<file path="config.mk">
export PLATFORM = sky130hd
export DESIGN_NAME = fset_tracker
export DESIGN_NICKNAME = d
export VERILOG_FILES = /design/src/pkg/fset_pkg.sv /design/src/verilog/fset_tracker.sv
export SDC_FILE = /design/constraint.sdc
export NUM_CORES = 1
export LEC_CHECK = 0
export ABC_AREA = 1
export BUFFER_PORTS_ARGS = -buffer_cell sky130_fd_sc_hd__buf_2
export CAP_MARGIN = 10
export CORE_MARGIN = 3
export CORE_UTILIZATION = 52
export CTS_BUF_LIST = sky130_fd_sc_hd__clkbuf_2
export DETAILED_ROUTE_END_ITERATION = 12
export MAX_ROUTING_LAYER = met4
export PLACE_DENSITY_LB_ADDON = 0.05
export SETUP_SLACK_MARGIN = 0.3
export SLEW_MARGIN = 10
export SYNTH_ARGS = -nofsm -noshare
export SYNTH_HDL_FRONTEND = slang
export SYNTH_SLANG_ARGS = --single-unit
</file>
<file path="constraint.sdc">
create_clock -name sys_clk -period 2.2 [get_ports sys_clk]
set_input_delay 0.55 -clock sys_clk [delete_from_list [all_inputs] [get_ports sys_clk]]
set_output_delay 0.55 -clock sys_clk [all_outputs]
set_load 0.005 [all_outputs]
</file>
<file path="src/pkg/fset_pkg.sv">
// Purpose: shared constants and types for the flash suspend/error tracker
// Assumes: 32-bit AHB-Lite register bus, one word per register
// Notes:   command codes are the one-byte opcodes seen on the serial link

package fset_pkg;

  // ---------------------------------------------------------------------
  // register map (byte addresses, low address byte decoded)
  // ---------------------------------------------------------------------
  localparam logic [7:0] ADDR_ERR_STAT  = 8'h00;
  localparam logic [7:0] ADDR_SUS_STAT  = 8'h04;
  localparam logic [7:0] ADDR_CTRL      = 8'h08;
  localparam logic [7:0] ADDR_IRQ_STAT  = 8'h0c;
  localparam logic [7:0] ADDR_IRQ_MASK  = 8'h10;
  localparam logic [7:0] ADDR_STATE     = 8'h14;

  // field positions
  localparam int BIT_ERA_ERR = 4;
  localparam int BIT_PRG_ERR = 5;
  localparam int BIT_PRG_SUS = 2;
  localparam int BIT_ERA_SUS = 3;
  localparam int BIT_SUS_ANY = 7;
  localparam int BIT_PDM     = 0;
  localparam int BIT_BUSY    = 0;
  localparam int BIT_OP_ERA  = 1;
  localparam int BIT_OP_PRG  = 2;
  localparam int BIT_DEEP    = 3;
  localparam int BIT_ULTRA   = 4;
  localparam int IRQ_W       = 4;
  localparam int IRQ_ERA_ERR = 0;
  localparam int IRQ_PRG_ERR = 1;
  localparam int IRQ_REFUSED = 2;
  localparam int IRQ_DONE    = 3;

  // reset values and opcode bit count
  localparam logic             RST_PDM  = 1'b1;
  localparam logic [IRQ_W-1:0] RST_MASK = 4'h0;
  localparam logic [3:0]       CMD_BITS = 4'h8;

  // ---------------------------------------------------------------------
  // command codes
  // ---------------------------------------------------------------------
  localparam logic [7:0] CMD_ERASE_4K   = 8'h20;
  localparam logic [7:0] CMD_ERASE_32K  = 8'h52;
  localparam logic [7:0] CMD_ERASE_64K  = 8'hd8;
  localparam logic [7:0] CMD_CHIP_ER_A  = 8'h60;
  localparam logic [7:0] CMD_CHIP_ER_B  = 8'hc7;
  localparam logic [7:0] CMD_PAGE_PRG   = 8'h02;
  localparam logic [7:0] CMD_PAGE_PRG_D = 8'ha2;
  localparam logic [7:0] CMD_PAGE_PRG_Q = 8'h32;
  localparam logic [7:0] CMD_SEQ_PRG_A  = 8'had;
  localparam logic [7:0] CMD_SEQ_PRG_B  = 8'haf;
  localparam logic [7:0] CMD_OTP_PRG    = 8'h9b;
  localparam logic [7:0] CMD_WR_SR1     = 8'h01;
  localparam logic [7:0] CMD_WR_SR2     = 8'h31;
  localparam logic [7:0] CMD_WR_SR3     = 8'h11;
  localparam logic [7:0] CMD_WR_SR_IND  = 8'h71;
  localparam logic [7:0] CMD_SR_LOCK    = 8'h6f;
  localparam logic [7:0] CMD_SUSPEND_A  = 8'h75;
  localparam logic [7:0] CMD_SUSPEND_B  = 8'hb0;
  localparam logic [7:0] CMD_RESUME_A   = 8'h7a;
  localparam logic [7:0] CMD_RESUME_B   = 8'hd0;
  localparam logic [7:0] CMD_TERMINATE  = 8'hf0;
  localparam logic [7:0] CMD_RST_EN     = 8'h66;
  localparam logic [7:0] CMD_RST        = 8'h99;
  localparam logic [7:0] CMD_PWR_DOWN   = 8'hb9;
  localparam logic [7:0] CMD_ULTRA_DOWN = 8'h79;
  localparam logic [7:0] CMD_WAKE       = 8'hab;

  // ---------------------------------------------------------------------
  // types
  // ---------------------------------------------------------------------
  typedef enum logic [1:0] {OP_NONE, OP_ERASE, OP_PROGRAM} fset_op_type;
  typedef enum logic [1:0] {SLP_AWAKE, SLP_DEEP, SLP_ULTRA} fset_sleep_type;

  typedef struct packed {
    logic       valid;
    logic [7:0] code;
  } fset_cmd_type;

  typedef struct packed {
    logic prg;
    logic era;
  } fset_err_type;

endpackage : fset_pkg

</file>
<file path="src/verilog/fset_tracker.sv">
// Purpose: suspend nesting and program/erase error flag tracking
// Assumes: serial link pins are asynchronous to sys_clk and sampled here;
//          op_done/op_fail come from the array sequencer on sys_clk
// Notes:   zero wait state AHB-Lite slave, one level interrupt

`timescale 1ns/1ps

module fset_tracker import fset_pkg::*; (
  input  wire logic        sys_clk,
  input  wire logic        rst,
  input  wire logic        hsel,
  input  wire logic [31:0] haddr,
  input  wire logic [1:0]  htrans,
  input  wire logic        hwrite,
  input  wire logic [2:0]  hsize,
  input  wire logic [31:0] hwdata,
  input  wire logic        hready,
  output logic             hreadyout,
  output logic             hresp,
  output logic      [31:0] hrdata,
  input  wire logic        spi_sck,
  input  wire logic        spi_cs_n,
  input  wire logic        spi_si,
  input  wire logic        op_done,
  input  wire logic        op_fail,
  output logic             busy,
  output logic             erase_error_flag,
  output logic             program_error_flag,
  output logic             erase_suspend_flag,
  output logic             program_suspend_flag,
  output logic             suspend_summary_flag,
  output logic             deep_sleep_state,
  output logic             ultra_deep_sleep_state,
  output logic             irq
);

  // ---------------------------------------------------------------------
  // command classes
  // ---------------------------------------------------------------------
  function automatic logic is_erase(input logic [7:0] c);
    return (c == CMD_ERASE_4K) || (c == CMD_ERASE_32K) ||
           (c == CMD_ERASE_64K) || (c == CMD_CHIP_ER_A) ||
           (c == CMD_CHIP_ER_B);
  endfunction : is_erase

  function automatic logic is_program(input logic [7:0] c);
    return (c == CMD_PAGE_PRG) || (c == CMD_PAGE_PRG_D) ||
           (c == CMD_PAGE_PRG_Q) || (c == CMD_SEQ_PRG_A) ||
           (c == CMD_SEQ_PRG_B) || (c == CMD_OTP_PRG) ||
           (c == CMD_WR_SR1) || (c == CMD_WR_SR2) ||
           (c == CMD_WR_SR3) || (c == CMD_WR_SR_IND) ||
           (c == CMD_SR_LOCK);
  endfunction : is_program

  // ---------------------------------------------------------------------
  // serial link capture
  // ---------------------------------------------------------------------
  logic [2:0]   meta_q;
  logic [2:0]   sync_q;
  logic         sck_prev_q;
  logic         sck_prev_d;
  logic [3:0]   bit_cnt_q;
  logic [3:0]   bit_cnt_d;
  logic [7:0]   shift_q;
  logic [7:0]   shift_d;
  fset_cmd_type cmd_q;
  fset_cmd_type cmd_d;
  logic         sck_s;
  logic         cs_n_s;
  logic         si_s;

  assign sck_s  = sync_q[2];
  assign cs_n_s = sync_q[1];
  assign si_s   = sync_q[0];

  // only the opcode byte of a frame matters; the rest is ignored, bit_cnt_q holding at 8
  always_comb begin
    sck_prev_d = sck_s;
    bit_cnt_d  = bit_cnt_q;
    shift_d    = shift_q;
    cmd_d      = '0;
    if (cs_n_s) begin
      bit_cnt_d = '0;
    end else if (sck_s && !sck_prev_q && (bit_cnt_q != CMD_BITS)) begin
      shift_d   = {shift_q[6:0], si_s};
      bit_cnt_d = bit_cnt_q + 4'h1;
      if (bit_cnt_q == (CMD_BITS - 4'h1)) begin
        cmd_d.valid = 1'b1;
        cmd_d.code  = {shift_q[6:0], si_s};
      end
    end
  end

  // two flops per pin before anything looks at it
  always_ff @(posedge sys_clk or posedge rst) begin
    if (rst) begin
      // sck parks low and cs_n high, so no false edge follows reset
      meta_q     <= 3'h3;
      sync_q     <= 3'h3;
      sck_prev_q <= 1'b0;
      bit_cnt_q  <= '0;
      shift_q    <= '0;
      cmd_q      <= '0;
    end else begin
      meta_q     <= {spi_sck, spi_cs_n, spi_si};
      sync_q     <= meta_q;
      sck_prev_q <= sck_prev_d;
      bit_cnt_q  <= bit_cnt_d;
      shift_q    <= shift_d;
      cmd_q      <= cmd_d;
    end
  end

  // ---------------------------------------------------------------------
  // operation, suspend and error state
  // ---------------------------------------------------------------------
  fset_op_type    op_q;
  fset_op_type    op_d;
  fset_sleep_type slp_q;
  fset_sleep_type slp_d;
  fset_err_type   err_q;
  fset_err_type   err_d;
  logic           esus_q;
  logic           esus_d;
  logic           psus_q;
  logic           psus_d;
  logic           rst_en_q;
  logic           rst_en_d;
  logic           pdm_q;
  logic           ev_refused;
  logic           ev_done;
  fset_op_type    run_op;
  logic           int_reset;
  logic [7:0]     code;

  assign code = cmd_q.code;

  always_comb begin
    op_d       = op_q;
    slp_d      = slp_q;
    err_d      = err_q;
    esus_d     = esus_q;
    psus_d     = psus_q;
    rst_en_d   = rst_en_q;
    ev_refused = 1'b0;
    ev_done    = 1'b0;
    int_reset  = 1'b0;
    // completion first, so a suspend landing on the last cycle is moot
    if (op_done && (op_q != OP_NONE)) begin
      ev_done = 1'b1;
      op_d    = OP_NONE;
      if (op_q == OP_ERASE) begin
        esus_d = 1'b0;
      end else begin
        psus_d = 1'b0;
      end
    end
    run_op = op_d;
    if (cmd_q.valid) begin
      rst_en_d = (code == CMD_RST_EN);
      unique case (slp_q)
        SLP_AWAKE: begin
          if (is_erase(code)) begin
            if ((run_op == OP_NONE) && !psus_q &&
                !esus_q) begin
              err_d.era = 1'b0;
              op_d     = OP_ERASE;
            end else begin
              ev_refused = 1'b1;
            end
          end else if (is_program(code)) begin
            if ((run_op == OP_NONE) && !psus_q) begin
              err_d.prg = 1'b0;
              op_d     = OP_PROGRAM;
            end else begin
              ev_refused = 1'b1;
            end
          end else if ((code == CMD_SUSPEND_A) ||
                       (code == CMD_SUSPEND_B)) begin
            // error flags are not touched here
            if (run_op == OP_ERASE) begin
              esus_d = 1'b1;
              op_d = OP_NONE;
            end else if (run_op == OP_PROGRAM) begin
              psus_d = 1'b1;
              op_d = OP_NONE;
            end
          end else if ((code == CMD_RESUME_A) ||
                       (code == CMD_RESUME_B)) begin
            // program before erase; flags stay as they are
            if (run_op == OP_NONE) begin
              if (psus_q) begin
                op_d = OP_PROGRAM;
              end else if (esus_q) begin
                op_d = OP_ERASE;
              end
            end
          end else if (code == CMD_TERMINATE) begin
            // a cut operation cannot be resumed, so its suspend mark goes
            if (run_op == OP_ERASE) begin
              err_d.era = 1'b1;
              esus_d    = 1'b0;
              op_d      = OP_NONE;
            end else if (run_op == OP_PROGRAM) begin
              err_d.prg = 1'b1;
              psus_d    = 1'b0;
              op_d     = OP_NONE;
            end
          end else if ((code == CMD_RST) && rst_en_q) begin
            int_reset = 1'b1;
          end else if ((code == CMD_PWR_DOWN) && (run_op == OP_NONE)) begin
            slp_d = pdm_q ? SLP_DEEP : SLP_ULTRA;
          end else if ((code == CMD_ULTRA_DOWN) && (run_op == OP_NONE)) begin
            slp_d = SLP_ULTRA;
          end
          // anything else falls through with flags unchanged
        end
        SLP_DEEP: begin
          if (code == CMD_WAKE) begin
            slp_d = SLP_AWAKE;
          end else if ((code == CMD_RST) && rst_en_q) begin
            int_reset = 1'b1;
          end
        end
        SLP_ULTRA: begin
          if (code == CMD_WAKE) begin
            int_reset = 1'b1;
          end
        end
        default: begin
          slp_d = SLP_AWAKE;
        end
      endcase
    end
    // error detection after opcode decode so a set wins over a start's clear; only int_reset is later
    if (op_fail && (op_q == OP_ERASE)) begin
      err_d.era = 1'b1;
    end
    if (op_fail && (op_q == OP_PROGRAM)) begin
      err_d.prg = 1'b1;
    end
    if (int_reset) begin
      op_d     = OP_NONE;
      slp_d    = SLP_AWAKE;
      err_d    = '0;
      esus_d   = 1'b0;
      psus_d   = 1'b0;
      rst_en_d = 1'b0;
    end
  end

  always_ff @(posedge sys_clk or posedge rst) begin
    if (rst) begin
      op_q     <= OP_NONE;
      slp_q    <= SLP_AWAKE;
      err_q    <= '0;
      esus_q   <= 1'b0;
      psus_q   <= 1'b0;
      rst_en_q <= 1'b0;
    end else begin
      op_q     <= op_d;
      slp_q    <= slp_d;
      err_q    <= err_d;
      esus_q   <= esus_d;
      psus_q   <= psus_d;
      rst_en_q <= rst_en_d;
    end
  end

  assign busy                   = (op_q != OP_NONE);
  assign erase_error_flag       = err_q.era;
  assign program_error_flag     = err_q.prg;
  assign erase_suspend_flag     = esus_q;
  assign program_suspend_flag   = psus_q;
  assign suspend_summary_flag   = esus_q | psus_q;
  assign deep_sleep_state       = (slp_q == SLP_DEEP);
  assign ultra_deep_sleep_state = (slp_q == SLP_ULTRA);

  // ---------------------------------------------------------------------
  // register bus slave and interrupt
  // ---------------------------------------------------------------------
  logic             pdm_d;
  logic [IRQ_W-1:0] mask_q;
  logic [IRQ_W-1:0] mask_d;
  logic [IRQ_W-1:0] irq_q;
  logic [IRQ_W-1:0] irq_d;
  logic [IRQ_W-1:0] irq_ev;
  logic [31:0]      rdata_q;
  logic [31:0]      rdata_d;
  logic             wr_pend_q;
  logic             wr_pend_d;
  logic [7:0]       wr_addr_q;
  logic [7:0]       wr_addr_d;
  logic             accept;

  assign accept = hsel && htrans[1] && hready;

  always_comb begin
    irq_ev              = '0;
    irq_ev[IRQ_ERA_ERR] = err_d.era && !err_q.era;
    irq_ev[IRQ_PRG_ERR] = err_d.prg && !err_q.prg;
    irq_ev[IRQ_REFUSED] = ev_refused;
    irq_ev[IRQ_DONE]    = ev_done;
  end

  // read data is latched in the address phase, so a read right after a
  // write to the same register sees the value before that write
  always_comb begin
    pdm_d     = pdm_q;
    mask_d    = mask_q;
    irq_d     = irq_q;
    rdata_d   = rdata_q;
    wr_pend_d = accept && hwrite;
    wr_addr_d = accept ? haddr[7:0] : wr_addr_q;
    if (wr_pend_q) begin
      if (wr_addr_q == ADDR_CTRL) begin
        pdm_d = hwdata[BIT_PDM];
      end else if (wr_addr_q == ADDR_IRQ_MASK) begin
        mask_d = hwdata[IRQ_W-1:0];
      end
    end
    if (accept && !hwrite) begin
      rdata_d = '0;
      unique case (haddr[7:0])
        ADDR_ERR_STAT: begin
          rdata_d[BIT_ERA_ERR] = err_q.era;
          rdata_d[BIT_PRG_ERR] = err_q.prg;
        end
        ADDR_SUS_STAT: begin
          rdata_d[BIT_ERA_SUS] = esus_q;
          rdata_d[BIT_PRG_SUS] = psus_q;
          rdata_d[BIT_SUS_ANY] = esus_q | psus_q;
        end
        ADDR_CTRL: begin
          rdata_d[BIT_PDM] = pdm_q;
        end
        ADDR_IRQ_STAT: begin
          rdata_d[IRQ_W-1:0] = irq_q;
          irq_d              = '0;
        end
        ADDR_IRQ_MASK: begin
          rdata_d[IRQ_W-1:0] = mask_q;
        end
        ADDR_STATE: begin
          rdata_d[BIT_BUSY]   = (op_q != OP_NONE);
          rdata_d[BIT_OP_ERA] = (op_q == OP_ERASE);
          rdata_d[BIT_OP_PRG] = (op_q == OP_PROGRAM);
          rdata_d[BIT_DEEP]   = (slp_q == SLP_DEEP);
          rdata_d[BIT_ULTRA]  = (slp_q == SLP_ULTRA);
        end
        default: begin
          rdata_d = '0;
        end
      endcase
    end
    // new events win over the read-clear
    irq_d = irq_d | irq_ev;
  end

  always_ff @(posedge sys_clk or posedge rst) begin
    if (rst) begin
      pdm_q     <= RST_PDM;
      mask_q    <= RST_MASK;
      irq_q     <= '0;
      rdata_q   <= '0;
      wr_pend_q <= 1'b0;
      wr_addr_q <= '0;
    end else begin
      pdm_q     <= pdm_d;
      mask_q    <= mask_d;
      irq_q     <= irq_d;
      rdata_q   <= rdata_d;
      wr_pend_q <= wr_pend_d;
      wr_addr_q <= wr_addr_d;
    end
  end

  assign hreadyout = 1'b1; // never stalls
  assign hresp     = 1'b0;
  assign hrdata    = rdata_q;
  assign irq       = |(irq_q & mask_q);

endmodule : fset_tracker

</file>
== Yosys cells after proc, flatten, opt, wreduce, memory -nomap -nowiden ==
Index checks and enable logic that the tools add are counted.

* Bits in registers: 61
* Input bits: 79
* Output and inout bits: 43
* Logic and storage cells: 229

* Add/sub/neg operators: 1
* Eq/ne operators: 50
* Mux-type cells: 104
* Bitwise operators: 5
* Reduce and logical (&&, ||, !) cells: 49

{| class="wikitable"
|+ Operators with widths
! cell !! number
|-
| == test 8 bit (second input constant) || 12
|-
| 2-to-1 mux 2 bit || 34
|-
| == test 8 x 7 -> 1 bit (second input constant) || 8
|-
| 2-to-1 mux 1 bit || 57
|-
| == test 8 x 5 -> 1 bit (second input constant) || 4
|-
| 2-to-1 mux 9 bit || 3
|-
| == test 8 x 4 -> 1 bit (second input constant) || 3
|-
| == test 8 x 6 -> 1 bit (second input constant) || 3
|-
| != test 3 bit (second input constant) || 6
|-
| logical AND 1 bit || 16
|-
| logical OR 1 bit || 16
|-
| 2-to-1 mux 4 bit || 4
|-
| AND reduction 10 bit || 1
|-
| == test 8 x 1 -> 1 bit (second input constant) || 1
|-
| == test 8 x 2 -> 1 bit (second input constant) || 1
|-
| == test 8 x 3 -> 1 bit (second input constant) || 1
|-
| logical NOT 8 bit || 1
|-
| != test 4 bit (second input constant) || 2
|-
| one-hot mux 2 bit (4 select lines) || 1
|-
| == test 2 x 1 -> 1 bit (second input constant) || 3
|-
| == test 2 bit (second input constant) || 3
|-
| logical NOT 1 bit || 6
|-
| one-hot mux 1 bit (3 select lines) || 2
|-
| one-hot mux 2 bit (3 select lines) || 1
|-
| other kinds (15) || 20
|}

== Longest topological paths before layout ==
Gate-level depths: netlist of the first run.

* Word-level depth: 19
* Mapped depth: 13
* Gate-level depth less buffers: 13

== Worst setup path before layout of the first run ==
OpenSTA, ideal clock, no wires.

* Path type: input -> register
* Start point: input hready
* End point: register irq_q[1]
* Setup time: 121 ps
* Arrival: 1390 ps
* Required time: 2079 ps
* Slack: 689 ps
* Stages: 6
* Path buffers: 1
* Cell sequence: nand3_1 -> nor2_1 -> inv_1 -> buf_2 -> o21ai_0 -> nand2_1

* Longest elaborated chain between the ends: 4

{| class="wikitable"
|+ Ends and longest elaborated chain
! what !! line !! RTL
|-
| from (decl) || fset_tracker.sv:17 || <nowiki>input wire logic hready,</nowiki>
|-
| logical AND 1 bit || fset_tracker.sv:296 || <nowiki>assign accept = hsel && htrans[1] && hready;</nowiki>
|-
| logical AND 1 bit || fset_tracker.sv:322 || <nowiki>if (accept && !hwrite) begin</nowiki>
|-
| 2-to-1 mux 4 bit || fset_tracker.sv:322 ||
|-
| bitwise OR 4 bit || fset_tracker.sv:357 || <nowiki>irq_d = irq_d | irq_ev;</nowiki>
|-
| net irq_d[1] || fset_tracker.sv:286 || <nowiki>logic [IRQ_W-1:0] irq_d;</nowiki>
|-
| to (signal assigned) || fset_tracker.sv:371 || <nowiki>irq_q <= irq_d;</nowiki>
|-
| to (decl) || fset_tracker.sv:285 || <nowiki>logic [IRQ_W-1:0] irq_q;</nowiki>
|}

The timed path passes the listed nets, and every way through them passes these cells.
A chain may end at the register's enable or synchronous reset.

== Worst setup path after layout of the first run ==
* Start point: register mask_q[0]
* End point: output irq

* Longest elaborated chain between the ends: 2

{| class="wikitable"
|+ Ends and longest elaborated chain
! what !! line !! RTL
|-
| from (decl) || fset_tracker.sv:283 || <nowiki>logic [IRQ_W-1:0] mask_q;</nowiki>
|-
| from (signal assigned) || fset_tracker.sv:370 || <nowiki>mask_q <= mask_d;</nowiki>
|-
| bitwise AND 4 bit || fset_tracker.sv:381 || <nowiki>assign irq = |(irq_q & mask_q);</nowiki>
|-
| OR reduction 4 bit || fset_tracker.sv:381 ||
|-
| to (decl) || fset_tracker.sv:34 || <nowiki>output logic irq</nowiki>
|}

Every way passes these cells.

==> results of run 1 <==
-- repair_timing --
action	CTS	global route
endpoints found under the setup margin	4	5
endpoints found under the hold margin	11	0
pin swaps	0	5
resized for setup	5	3
hold buffers	1	0
buffers inserted	2	7
-- path summary, 6_finish.rpt --
kind                                            endpoint             startpoint  slack [ns]  cells past startpoint
max in group asynchronous              pdm_q$_DFFE_PP1P_                    rst        1.02                      4
worst min register to register       sync_q[1]$_DFF_PP1_    meta_q[1]$_DFF_PP1_        0.37                      0
min in group asynchronous       wr_addr_q[7]$_DFFE_PP0P_                    rst        0.57                      3
worst min-delay path                 meta_q[1]$_DFF_PP1_               spi_cs_n        0.14                      1
worst max register to register        irq_q[1]$_DFF_PP0_   slp_q[1]$_DFFE_PP0P_        0.57                     11
worst max-delay path                                 irq  mask_q[0]$_DFFE_PP0P_        0.39                      3
-- kinds of logic after synthesis --
group           count (synthesis)  synth area share, %
fa+ha+maj                       2               0.7264
flops                          61                44.50
mux                             7                2.289
buf+inv                       101                14.02
other cells                     2               0.2180
compound gates                 68                11.26
simple gates                  209                26.99
-- per-stage QoR --
stage / hold WS (ns) / utilization, %
after floorplan: 0.3312 / -
after global placement: 0.3455 / 57.23
after detailed placement: 0.3478 / 57.23
after CTS: 0.08108 / 59.19
after global routing: 0.05473 / 60.17
final: 0.1442 / 60.17
-- worst reg2reg max path, cell delays in order (launching register included) --
cell and delay [ns]:
sky130_fd_sc_hd__dfrtp_2 0.47, sky130_fd_sc_hd__buf_4 0.16, sky130_fd_sc_hd__nor2_4 0.16, sky130_fd_sc_hd__inv_2 0.08, sky130_fd_sc_hd__nor2_8 0.15, sky130_fd_sc_hd__inv_2 0.08, sky130_fd_sc_hd__nor2_2 0.12, sky130_fd_sc_hd__nand2_1 0.05
sky130_fd_sc_hd__nand2_1 0.07, sky130_fd_sc_hd__nand2_1 0.07, sky130_fd_sc_hd__nand3_1 0.09, sky130_fd_sc_hd__nand2_1 0.05
-- metal layers --
layer | part of all wire [%] | global-route usage [%] | wire length (µm) | vias to the layer above
li1 | - | - | - | 1501
met1 | 45 | 25.62 | 3210 | 1297
met2 | 47 | 32.40 | 3387 | 78
met3 | 6.6 | 6.717 | 472 | 11
met4 | 1.5 | 5.997 | 107 | 0
met5 | 0 | - | 0 | -
-- state kept, by name (all words and copies together), names as in the netlist, 2 cells and up --
signal and count:
sync_q 3, mask_q 4, code 8, wr_addr_q 8, slp_q 2, hrdata 7, irq_q 4, meta_q 3
bit_cnt_q 4, op_q 2, shift_q 7
-- power groups by stage --
stage,Sequential [mW],Clock [mW],Combinational [mW]
3_3_place_gp,1.26,0,0.206
5_1_grt,1.26,0.642,0.272
6_report,1.24,0.568,0.228
3_5_place_dp,1.27,0,0.211
2_1_floorplan,1.25,0,0.179
4_1_cts,1.24,0.597,0.220
-- final cells by class --
class / instances / area share (%)
Multi-Input combinational cell: 313 / 40.05
Sequential cell: 61 / 40.02
Timing Repair Buffer: 52 / 8.076
Inverter: 71 / 7.034
Tap cell: 77 / 2.507
Clock buffer: 10 / 1.303
Clock inverter: 6 / 1.009
-- cells in the final DEF (no fill, tap or decap), drive strengths merged, types with 2 or more instances in the layout --
| cell type | n |
|---|---|
| mux2 | 7 |
| o22ai | 6 |
| dfrtp | 56 |
| nor3 | 8 |
| nand4 | 6 |
| clkbuf | 10 |
| o21ai | 39 |
| nor2 | 59 |
| nand2 | 112 |
| clkinv | 3 |
| o31ai | 5 |
| dfstp | 5 |
| conb | 27 |
| and3 | 2 |
| inv | 71 |
| ha | 2 |
| buf | 51 |
| clkinvlp | 3 |
| nor4 | 2 |
| nand3 | 20 |
| a21oi | 12 |
==> run summary, run 1 <==
The flow ran to the end, and the final reports show no timing, DRC or antenna violations. The number of nets at the end of the flow came out at 589. The filler-free cell count of the finished design is 590. TritonCTS built the clock tree. The pre-antenna-repair detailed-routing pass consisted of 5 iterations. The switching part of the total is 29.33%. The largest total area in the synthesized netlist belongs to sky130_fd_sc_hd__dfrtp_1. The total of buffers placed on input and output ports came out at 38. The mean instance size in the synthesized netlist is 7.655 µm². The largest individual stage delay along the critical path comes from the cell sky130_fd_sc_hd__dfrtp_1. The count of antenna diodes in the layout is 0. The clock-pin slew of the registers on the worst-case setup and hold paths is 0.17 ns. STA classifies the critical path endpoint as an output pin. The initial utilization of the core area, before any placement, comes to 53.94%. Summed over all layers, the global routing overflow is 0. The core footprint came out at 0.006386 mm². The biggest fanout along the worst timing path is 3. The Yosys warning count came out at 0.

The height of the die came out at 87.39 µm. The share of total power in combinational logic came out at 11.2%. The placed instances occupy a cell area of 0.003655 mm². Summing all multi-input logic gate instances after layout gives 0.001539 mm².

The HPWL reported at the end of detailed placement is 5477 µm. The post-route clock skew is 0.01482 ns. The final setup violation count came out at 0. The type of the worst min-delay path is primary input to flop. The layout overhead on the synthesized area came out at 11.55%. The number of global-route vias before repair came to 2680. The total I/O pin count came out at 122. Wires add up to 7178 µm. At the end of routability-driven placement, the weighted congestion stood at 0.9246. The count of distinct cell types in the synthesized netlist is 37. The count of antenna-violating nets left after detailed routing is 0. Across the whole layout, storage elements account for 0.001538 mm². The flip-flop and latch count after synthesis came out at 61.

Entering global routing, the biggest net connects 29 pins. The total number of vias is 2887. In this run, the clock network consumes 27.8% of the power.

The fraction of layout instances using a drive strength above 1 is 23.00%. The switching power came out at 0.5983 mW. The max-slew violation total from the final report is 0. The share of power burned in registers is 61.0%. The first-pass GRT wire length is 11940 µm. The first routing iteration left 118 violations. At the later pin of the worst-skew pair, clock insertion delay measures 0.48 ns. In the post-synthesis netlist, the cell with the most instances is sky130_fd_sc_hd__nand2_1. The clock passes through at most 2 buffers. The internal portion of total power is 1.441 mW. CTS built an H-tree with a depth of 3. The floorplan has 29 rows. The total instance count after detailed placement is 564. The time the final worst path needs with I/O delays and setup is 1.811 ns. For this run, the slowest stage of the critical path takes 0.44 ns. The die area is 0.007637 mm².

In this run the clock root is driven by a sky130_fd_sc_hd__clkbuf_2. The max-cap check violation count is 0. The worst-case vdd ir drop is 0.4343 mV. Setup repair after global routing could not meet its margin everywhere. The worst slack at placement came out at 0.3663 ns.

The DRC violations left came out at 0. Dividing the detail-routed wire length by the instance count gives 12.17 µm. The count of flip-flops with a built-in enable after synthesis is 0.

The fill cell total of the finished layout is 613. The setup path with the least slack is of type flop to output pin. Once routing completed, OpenROAD measured the worst setup slack at 0.3891 ns. Ranked by instance count, the synthesized netlist is headed by sky130_fd_sc_hd__nand2_1 (108), sky130_fd_sc_hd__inv_1 (63), sky130_fd_sc_hd__dfrtp_1 (56), sky130_fd_sc_hd__nor2_1 (47), sky130_fd_sc_hd__o21ai_0 (33). The highest clock rate is 0.5522 GHz.

By area the synthesized netlist is led by sky130_fd_sc_hd__dfrtp_1 (41%), sky130_fd_sc_hd__nand2_1 (12%), sky130_fd_sc_hd__inv_1 (6.9%). In this design, the largest share of critical-path delay is due to flip-flops. TritonCTS created 9 clock buffers.

Adding up every negative setup slack in the final design gives 0 ns. The number of buffers and inverters on the critical path is 1. Measured along the x axis, the die boundary spans 87.39 µm. The finished cells cover 0.003842 mm².

The signal on the critical path passes through nand2_1 > o2111ai_2 > buf_2. The share of the clock period used by the worst path after layout is 82.31%. STA classifies the critical path startpoint as a flop. The fraction of the yosys area taken by sequential cells came out at 44.50%. The share of the synthesized area in the top cell type came out at 40.68%.

The count of final hold-check violations is 0. The mean number of vias per cell is 4.893. STA puts the critical path data arrival time at 1.26 ns.

Counting flops with an async set or reset pin after synthesis yields a share of 100.0%. The mapped netlist covers 0.003445 mm². The cell count after synthesis is 450. In this run the power density over the cells is 530.8 mW/mm². The global-route usage over all layers came out at 20.69%.

The clock drives 61 sinks. The worst path required time is 1.65 ns. The initial antenna violation count is 0.

The leakage power summed over all cells is 2.023 nW. The total power consumption of the routed design is 2.040 mW. The dominant register cell in the synthesized netlist is sky130_fd_sc_hd__dfrtp_1.
Note: power is estimated with default switching activity, not from simulation.
==> run 2: changes to the inputs <==
CORE_UTILIZATION = 47   (was 52)
clock period = 1.55 ns   (was 2.2 ns; I/O delays follow)
==> run 2 against run 1 <==
Against the previous run:
- the run now ends with negative setup slack left
- global-route usage up 1.0 points
- design area increased by 34%
- flip-flop and latch count unchanged
- core utilization increased by 14 points
- clock skew rose by 0.021 ns
==> run summary, run 2 (same netlist as run 1, synthesis figures left out) <==
Status: finished, violations left (was completed). The checks that failed: negative setup slack. The height of the die came to 91.61 µm (was 87.39 µm).

The critical register-to-register path endpoint is irq_q[2]$_DFF_PP0_ (was irq_q[1]$_DFF_PP0_). The critical register-to-register path startpoint is code[1]$_DFF_PP0_ (was slp_q[1]$_DFFE_PP0P_). The element type at the critical path start is a flop (unchanged). The worst path required time came out at 1.16 ns (was 1.65 ns). The biggest fanout along the worst timing path came out at 2 (was 3). The worst path setup slack after routing came out at -0.1327 ns (was 0.3891 ns). The core footprint is 0.006944 mm² (was 0.006386 mm²).

The share of total power in combinational logic is 13.9% (was 11.2%). The most common cell after layout, fill and taps aside is sky130_fd_sc_hd__nand2_1 (unchanged). The core utilization of the finished layout came to 73.95% (was 60.17%). The time the final worst path needs with I/O delays and setup is 1.683 ns.

The cell area power density is 706.4 mW/mm² (was 530.8 mW/mm²). The max-slew violation total from the final report came out at 0 (unchanged). The final setup violation count is 12 (was 0). The deepest level of the CTS H-tree was 3 (unchanged). The share of power burned in registers came to 49.5% (was 61.0%). The count of final hold-check violations is 0 (unchanged).

The mean number of vias per cell came out at 4.915 (was 4.893). Commonest cells after routing, fill and taps aside: sky130_fd_sc_hd__nand2_1 (78), sky130_fd_sc_hd__buf_4 (52), sky130_fd_sc_hd__dfrtp_1 (44) (was sky130_fd_sc_hd__nand2_1 (108), sky130_fd_sc_hd__inv_1 (62), sky130_fd_sc_hd__dfrtp_1 (52)). The final-layout worst hold slack is 0.09471 ns (was 0.1442 ns).

The kind of capture point of the worst setup path is an output pin (unchanged). The iteration-0 DRC count of the detailed router is 142 (was 118). The total number of vias is 3288 (was 2887). The clock-pin slew of the registers on the worst-case setup and hold paths came out at 0.18 ns (was 0.17 ns). The width of the chip is 91.61 µm (was 87.39 µm).

The first-pass GRT wire length came out at 14130 µm (was 11940 µm). The buffer depth of the longest clock path is 2 (unchanged). The number of global-route vias before repair came out at 3155 (was 2680). The later-pin clock latency in the skew report is 0.49 ns (was 0.48 ns).

The TritonCTS clock tree was yes (unchanged). The depth of the worst hold-timing path came out at 3 (was 1). The remaining global-route overflow is 0 (unchanged). The reg2reg setup slack came out at -0.05 ns (was 0.57 ns).

The clock net sink count came out at 61 (unchanged). The routability congestion estimate came out at 0.8669 (was 0.9246). The highest clock rate came out at 0.5943 GHz. The worst-case vdd ir drop came out at 0.7369 mV (was 0.4343 mV). The category of the most critical setup path was flop to output pin (unchanged). The max-cap check violation count is 0 (unchanged).

The data arrival time of the critical path is 1.30 ns (was 1.26 ns). The total I/O pin count came out at 122 (unchanged). The post-detailed-route wirelength per cell came out at 13.96 µm (was 12.17 µm).

The HPWL reported at the end of detailed placement is 6127 µm (was 5477 µm). The switching power is 0.9912 mW (was 0.5983 mW). The count of antenna-violating nets left after detailed routing came out at 0 (unchanged).

The number of nets at the end of the flow came to 649 (was 589). The initial antenna violation count is 0 (unchanged). The share of the clock period used by the worst path after layout came out at 108.6%. The initial standard-cell utilization of the core came to 49.60% (was 53.94%). The first-pass iteration count of the detailed router came to 4 (was 5).

The number of rows created at floorplan is 30 (was 29). The fraction of layout instances using a drive strength above 1 came out at 52.18% (was 23.00%). The layout overhead on the synthesized area was 49.07% (was 11.55%). The portion of total power attributed to the clock network came to 36.6% (was 27.8%).

The number of buffers added by the clock tree synthesis step is 9 (unchanged). The total of buffers placed on input and output ports is 38 (unchanged). The switching part of the total is 27.33% (was 29.33%). The DRC violations left is 0 (unchanged). The leakage power summed over all cells is 2.572 nW (was 2.023 nW). The global-route usage over all layers is 21.71% (was 20.69%). The count of antenna diodes in the layout came out at 0 (unchanged).

The launch point of the worst hold path was hwrite (was spi_cs_n). The cell chosen for the clock root is sky130_fd_sc_hd__clkbuf_2 (unchanged). The total negative slack is -0.6465 ns (was 0 ns).

Setup repair after global routing missed its margin: true (unchanged). The die area is 0.008392 mm² (was 0.007637 mm²). The internal portion of total power came out at 2.636 mW (was 1.441 mW). The terminating pin of the worst hold path is wr_pend_q$_DFF_PP0_ (was meta_q[1]$_DFF_PP1_). The routed wire length came out at 9339 µm (was 7178 µm). The worst slack at placement is -0.07281 ns (was 0.3663 ns).

The maximum number of pins on one net before global-route repair is 26 (was 29). The count of cells along the worst register-to-register path came out at 11 (unchanged). The post-route clock skew came out at 0.03556 ns (was 0.01482 ns). The type of the worst min-delay path is primary input to flop (unchanged).
## run 2: through the flow
| step | instances | instance area (µm²) | total power, mW |
|---|---|---|---|
| detailed placement | 597 | 3840 | 2.120 |
| floorplan | 475 | 3605 | 2.047 |
| finish | 669 | 5135 | 3.627 |
| global placement | 597 | 3840 | 2.112 |
| global route | 669 | 5135 | 3.778 |
| CTS | 650 | 4589 | 3.509 |
## run 2: worst max path at each step
| stage | from | end | slack [ns] | cells after the start |
|---|---|---|---|---|
| floorplan | code[7]$_DFF_PP0_ | irq_q[1]$_DFF_PP0_ | 0.22 | 12 |
| global placement | code[2]$_DFF_PP0_ | irq_q[1]$_DFF_PP0_ | -0.04 | 11 |
| detailed placement | code[2]$_DFF_PP0_ | irq_q[1]$_DFF_PP0_ | -0.07 | 11 |
| CTS | op_q[1]$_DFF_PP0_ | busy | -0.14 | 3 |
| global route | mask_q[3]$_DFFE_PP0P_ | irq | -0.20 | 3 |
| finish | mask_q[3]$_DFFE_PP0P_ | irq | -0.13 | 3 |
## run 2: timing repair
item | CTS | global route
hold buffers | 4 | 0
pin swaps | 38 | 49
setup endpoints to repair | 52 | 55
hold endpoints to repair | 36 | 0
gates cloned | 0 | 2
setup buffers | 33 | 17
resized for setup | 90 | 118
## run 2: area by class of cell
type                            count  area [µm²]
Multi-Input combinational cell    314        2153
Fill cell                         530        1809
Sequential cell                    61        1548
Timing Repair Buffer              111       862.1
Inverter                           71       285.3
Clock inverter                      7       121.4
Tap cell                           96       120.1
Clock buffer                        9       45.04
## run 2: per-layer routing
| metal | part of all wire (%) | track usage, % | routed length [µm] | vias to the layer above |
|---|---|---|---|---|
| met2 | 55 | 38.89 | 5091 | 85 |
| met3 | 4.0 | 4.348 | 371 | 18 |
| met4 | 2.4 | 6.784 | 225 | 0 |
| met5 | 0 | - | 0 | - |
| met1 | 39 | 24.27 | 3650 | 1571 |
| li1 | - | - | - | 1614 |
## run 2: worst max-delay path, cell delays in order (launching register included)
cell	delay, ns
sky130_fd_sc_hd__dfrtp_1	0.45
sky130_fd_sc_hd__nand2_1	0.09
sky130_fd_sc_hd__o2111ai_2	0.12
sky130_fd_sc_hd__buf_2	0.15
## run 2: power by group through the flow
stage,clock [mW],sequential (mW),combinational (mW)
2_1_floorplan,0,1.79,0.262
3_3_place_gp,0,1.80,0.314
3_5_place_dp,0,1.80,0.319
4_1_cts,1.35,1.77,0.389
5_1_grt,1.42,1.81,0.554
6_report,1.33,1.80,0.505
==> run 3: changes to the inputs <==
PLACE_DENSITY = 0.79   (was default)
PLACE_DENSITY_LB_ADDON = default   (was 0.05)
==> run 3 against run 2 <==
Against the previous run:
- the run still ends with negative setup slack left
- register-to-register slack worse by 0.09 ns
- first-iteration DRC count grew 61%
- global-route usage rose by 0.99 points
- critical endpoint is now deep_sleep_state
==> run summary, run 3 (same netlist as run 1, synthesis figures left out) <==
Status: finished, violations left (unchanged). Violations in the final reports: negative setup slack (unchanged). The fill cell total of the finished layout was 445 (was 530). The filler-free cell count of the finished design came to 672 (was 669).

The critical-path cell with the highest stage delay is sky130_fd_sc_hd__dfrtp_2 (was sky130_fd_sc_hd__dfrtp_1). The post-route clock skew is 0.02115 ns (was 0.03556 ns). The width of the chip was 91.61 µm (unchanged). Setup repair after global routing missed its margin: true (unchanged). The maximum number of pins on one net before global-route repair is 34 (was 26). The later-pin clock latency in the skew report came out at 0.53 ns (was 0.49 ns). The terminating pin of the worst hold path is wr_pend_q$_DFF_PP0_ (unchanged).

The reg2reg setup slack came out at -0.14 ns (was -0.05 ns). The die area came out at 0.008392 mm² (unchanged). The placed standard-cell area was 0.003765 mm² (was 0.003840 mm²).

The core footprint is 0.006944 mm² (unchanged). The post-detailed-route wirelength per cell came out at 16.06 µm (was 13.96 µm). The first-pass GRT wire length is 14630 µm (was 14130 µm).

The count of final hold-check violations was 0 (unchanged). The kind of cell adding the most delay to the critical path is flip-flops (unchanged). The share of power burned in registers came out at 55.0% (was 49.5%). The total number of vias is 3543 (was 3288). The total of buffers placed on input and output ports came out at 38 (unchanged). The switching power is 0.9987 mW (was 0.9912 mW). The total I/O pin count is 122 (unchanged). The post-route standard cell area excluding fillers is 0.005146 mm² (was 0.005135 mm²). The kind of capture point of the worst setup path is an output pin (unchanged).

The height of the die is 91.61 µm (unchanged). The final setup violation count is 18 (was 12). The number of global-route vias before repair came out at 3237 (was 3155). The depth of the worst hold-timing path came out at 3 (unchanged). The cell area power density was 636.2 mW/mm² (was 706.4 mW/mm²). The total power consumption of the routed design came out at 3.274 mW (was 3.627 mW). The most common cell after layout, fill and taps aside is sky130_fd_sc_hd__nand2_1 (unchanged).

The fraction of layout instances using a drive strength above 1 is 53.65% (was 52.18%). Commonest cells after routing, fill and taps aside: sky130_fd_sc_hd__nand2_1 (72), sky130_fd_sc_hd__buf_4 (53), sky130_fd_sc_hd__dfrtp_1 (45) (was sky130_fd_sc_hd__nand2_1 (78), sky130_fd_sc_hd__buf_4 (52), sky130_fd_sc_hd__dfrtp_1 (44)). The element type at the critical path start is a flop (unchanged). The clock-pin slew of the registers on the worst-case setup and hold paths is 0.19 ns (was 0.18 ns).

The total negative slack is -1.752 ns (was -0.6465 ns). The number of nets at the end of the flow is 652 (was 649). The iteration-0 DRC count of the detailed router is 229 (was 142). The category of the most critical setup path is flop to output pin (unchanged). The first-pass iteration count of the detailed router is 5 (was 4). The count of cells along the worst register-to-register path is 9 (was 11).

The DRC violations left is 0 (unchanged). The max-slew violation total from the final report is 0 (unchanged). The internal portion of total power is 2.275 mW (was 2.636 mW). The number of rows created at floorplan is 30 (unchanged). The critical register-to-register path startpoint is code[3]$_DFF_PP0_ (was code[1]$_DFF_PP0_).

The number of buffers added by the clock tree synthesis step is 9 (unchanged). The critical register-to-register path endpoint is slp_q[0]$_DFFE_PP0P_ (was irq_q[2]$_DFF_PP0_). The leakage power summed over all cells is 2.550 nW (was 2.572 nW).

The initial standard-cell utilization of the core is 49.60% (unchanged). The initial antenna violation count came out at 0 (unchanged). The routability congestion estimate is 0.9760 (was 0.8669). The global-route usage over all layers was 22.71% (was 21.71%). The highest clock rate is 0.5787 GHz (was 0.5943 GHz). The deepest level of the CTS H-tree came out at 3 (unchanged). The mean number of vias per cell came to 5.272 (was 4.915). The TritonCTS clock tree is yes (unchanged).

The launch point of the worst hold path is hwrite (unchanged). The biggest fanout along the worst timing path was 3 (was 2). The data arrival time of the critical path came to 1.34 ns (was 1.30 ns). The stage delay of the slowest cell on the critical path is 0.49 ns (was 0.45 ns). The time the final worst path needs with I/O delays and setup is 1.728 ns (was 1.683 ns).

The switching part of the total is 30.51% (was 27.33%). The share of the clock period used by the worst path after layout is 111.5% (was 108.6%). The worst-case vdd ir drop is 0.9307 mV (was 0.7369 mV). The HPWL reported at the end of detailed placement came out at 5763 µm (was 6127 µm). The worst path setup slack after routing came out at -0.1779 ns (was -0.1327 ns). The cell chosen for the clock root is sky130_fd_sc_hd__clkbuf_2 (unchanged). The share of total power in combinational logic came out at 15.1% (was 13.9%). The total instance count after detailed placement came out at 587 (was 597). The worst path required time was 1.16 ns (about the same). Cells along the critical path: nor2_4 > buf_2 (was nand2_1 > o2111ai_2 > buf_2). The type of the worst min-delay path is primary input to flop (unchanged). The count of antenna diodes in the layout is 0 (unchanged). The max-cap check violation count is 0 (unchanged). The count of antenna-violating nets left after detailed routing is 0 (unchanged).

The layout overhead on the synthesized area is 49.40% (was 49.07%). The remaining global-route overflow came out at 0 (unchanged). The number of buffers and inverters on the critical path came to 1 (unchanged). The portion of total power attributed to the clock network came out at 30.0% (was 36.6%). The buffer depth of the longest clock path is 2 (unchanged).

The routed wire length was 10790 µm (was 9339 µm). The clock net sink count came out at 61 (unchanged).
-- run 3: changes by cell type in the layout (fill, tap and decap cells not counted), moves of 3 or more --
| cell | previous run | this run |
|---|---|---|
| sky130_fd_sc_hd__a21oi_2 | 5 | 9 |
| sky130_fd_sc_hd__inv_2 | 27 | 24 |
| sky130_fd_sc_hd__mux2_2 | 3 | 6 |
| sky130_fd_sc_hd__mux2_4 | 4 | 1 |
| sky130_fd_sc_hd__nand2_1 | 78 | 72 |
| sky130_fd_sc_hd__nand2_2 | 21 | 28 |
| sky130_fd_sc_hd__nand3_2 | 12 | 7 |
| sky130_fd_sc_hd__nand3_4 | 3 | 7 |
| sky130_fd_sc_hd__nor2_1 | 23 | 18 |
| sky130_fd_sc_hd__nor2_2 | 16 | 20 |
-- run 3: worst min-delay path: cells and delay by family --
kind / cells / cell delay [ns]
buffers and inverters: 2 / 0.17
and+or+nand+nor: 1 / 0.04
-- run 3: timing repair --
item,CTS,global route
pin swaps,38,45
setup buffers,36,27
endpoints found under the hold margin,17,0
hold buffers,4,0
resized for setup,105,113
cloned,1,1
setup endpoints to repair,53,55
-- run 3: power groups by stage --
| stage | registers, mW | clock network [mW] | logic (mW) |
|---|---|---|---|
| 6_report | 1.80 | 0.981 | 0.494 |
| 5_1_grt | 1.81 | 1.05 | 0.546 |
| 4_1_cts | 1.78 | 0.988 | 0.403 |
| 3_5_place_dp | 1.80 | 0 | 0.314 |
| 3_3_place_gp | 1.80 | 0 | 0.301 |
| 2_1_floorplan | 1.79 | 0 | 0.262 |
-- run 3: worst max-delay path by stage --
stage	depth (start not counted)	to	start
CTS	3	irq	irq_q[1]$_DFF_PP0_
finish	2	deep_sleep_state	slp_q[1]$_DFFE_PP0P_
global route	3	suspend_summary_flag	program_suspend_flag$_DFF_PP0_
global placement	11	irq_q[1]$_DFF_PP0_	code[2]$_DFF_PP0_
floorplan	12	irq_q[1]$_DFF_PP0_	code[7]$_DFF_PP0_
detailed placement	11	irq_q[1]$_DFF_PP0_	code[5]$_DFF_PP0_
-- run 3: stage by stage --
stage | util [%] | setup slack [ns] | hold WS, ns
after floorplan | - | 0.2183 | 0.3312
after global placement | 54.22 | 0.01426 | 0.3337
after detailed placement | 54.22 | -0.01375 | 0.3373
after CTS | 65.19 | -0.1636 | 0.06859
after global routing | 74.11 | -0.2175 | 0.06355
final | 74.11 | -0.1779 | 0.08983
-- run 3: layer usage --
metal	wire (µm)	global-route usage [%]	part of all wire (%)	up-vias
li1	-	-	-	1639
met1	3917	25.24	36	1717
met2	5993	40.66	56	140
met3	504	5.168	4.7	47
met4	376	6.533	3.5	0
met5	0	-	0	-
-- run 3: cell type report --
| type | count | area (µm²) | share of cell area (%) |
|---|---|---|---|
| clock inverters | 7 | 66.31 | 1.289 |
| flip-flops and latches | 61 | 1546 | 30.05 |
| inverters | 71 | 290.3 | 5.641 |
| repair buffers | 114 | 903.4 | 17.55 |
| well taps | 96 | 120.1 | 2.334 |
| multi-input cells | 314 | 2175 | 42.26 |
| clock buffers | 9 | 45.04 | 0.8753 |
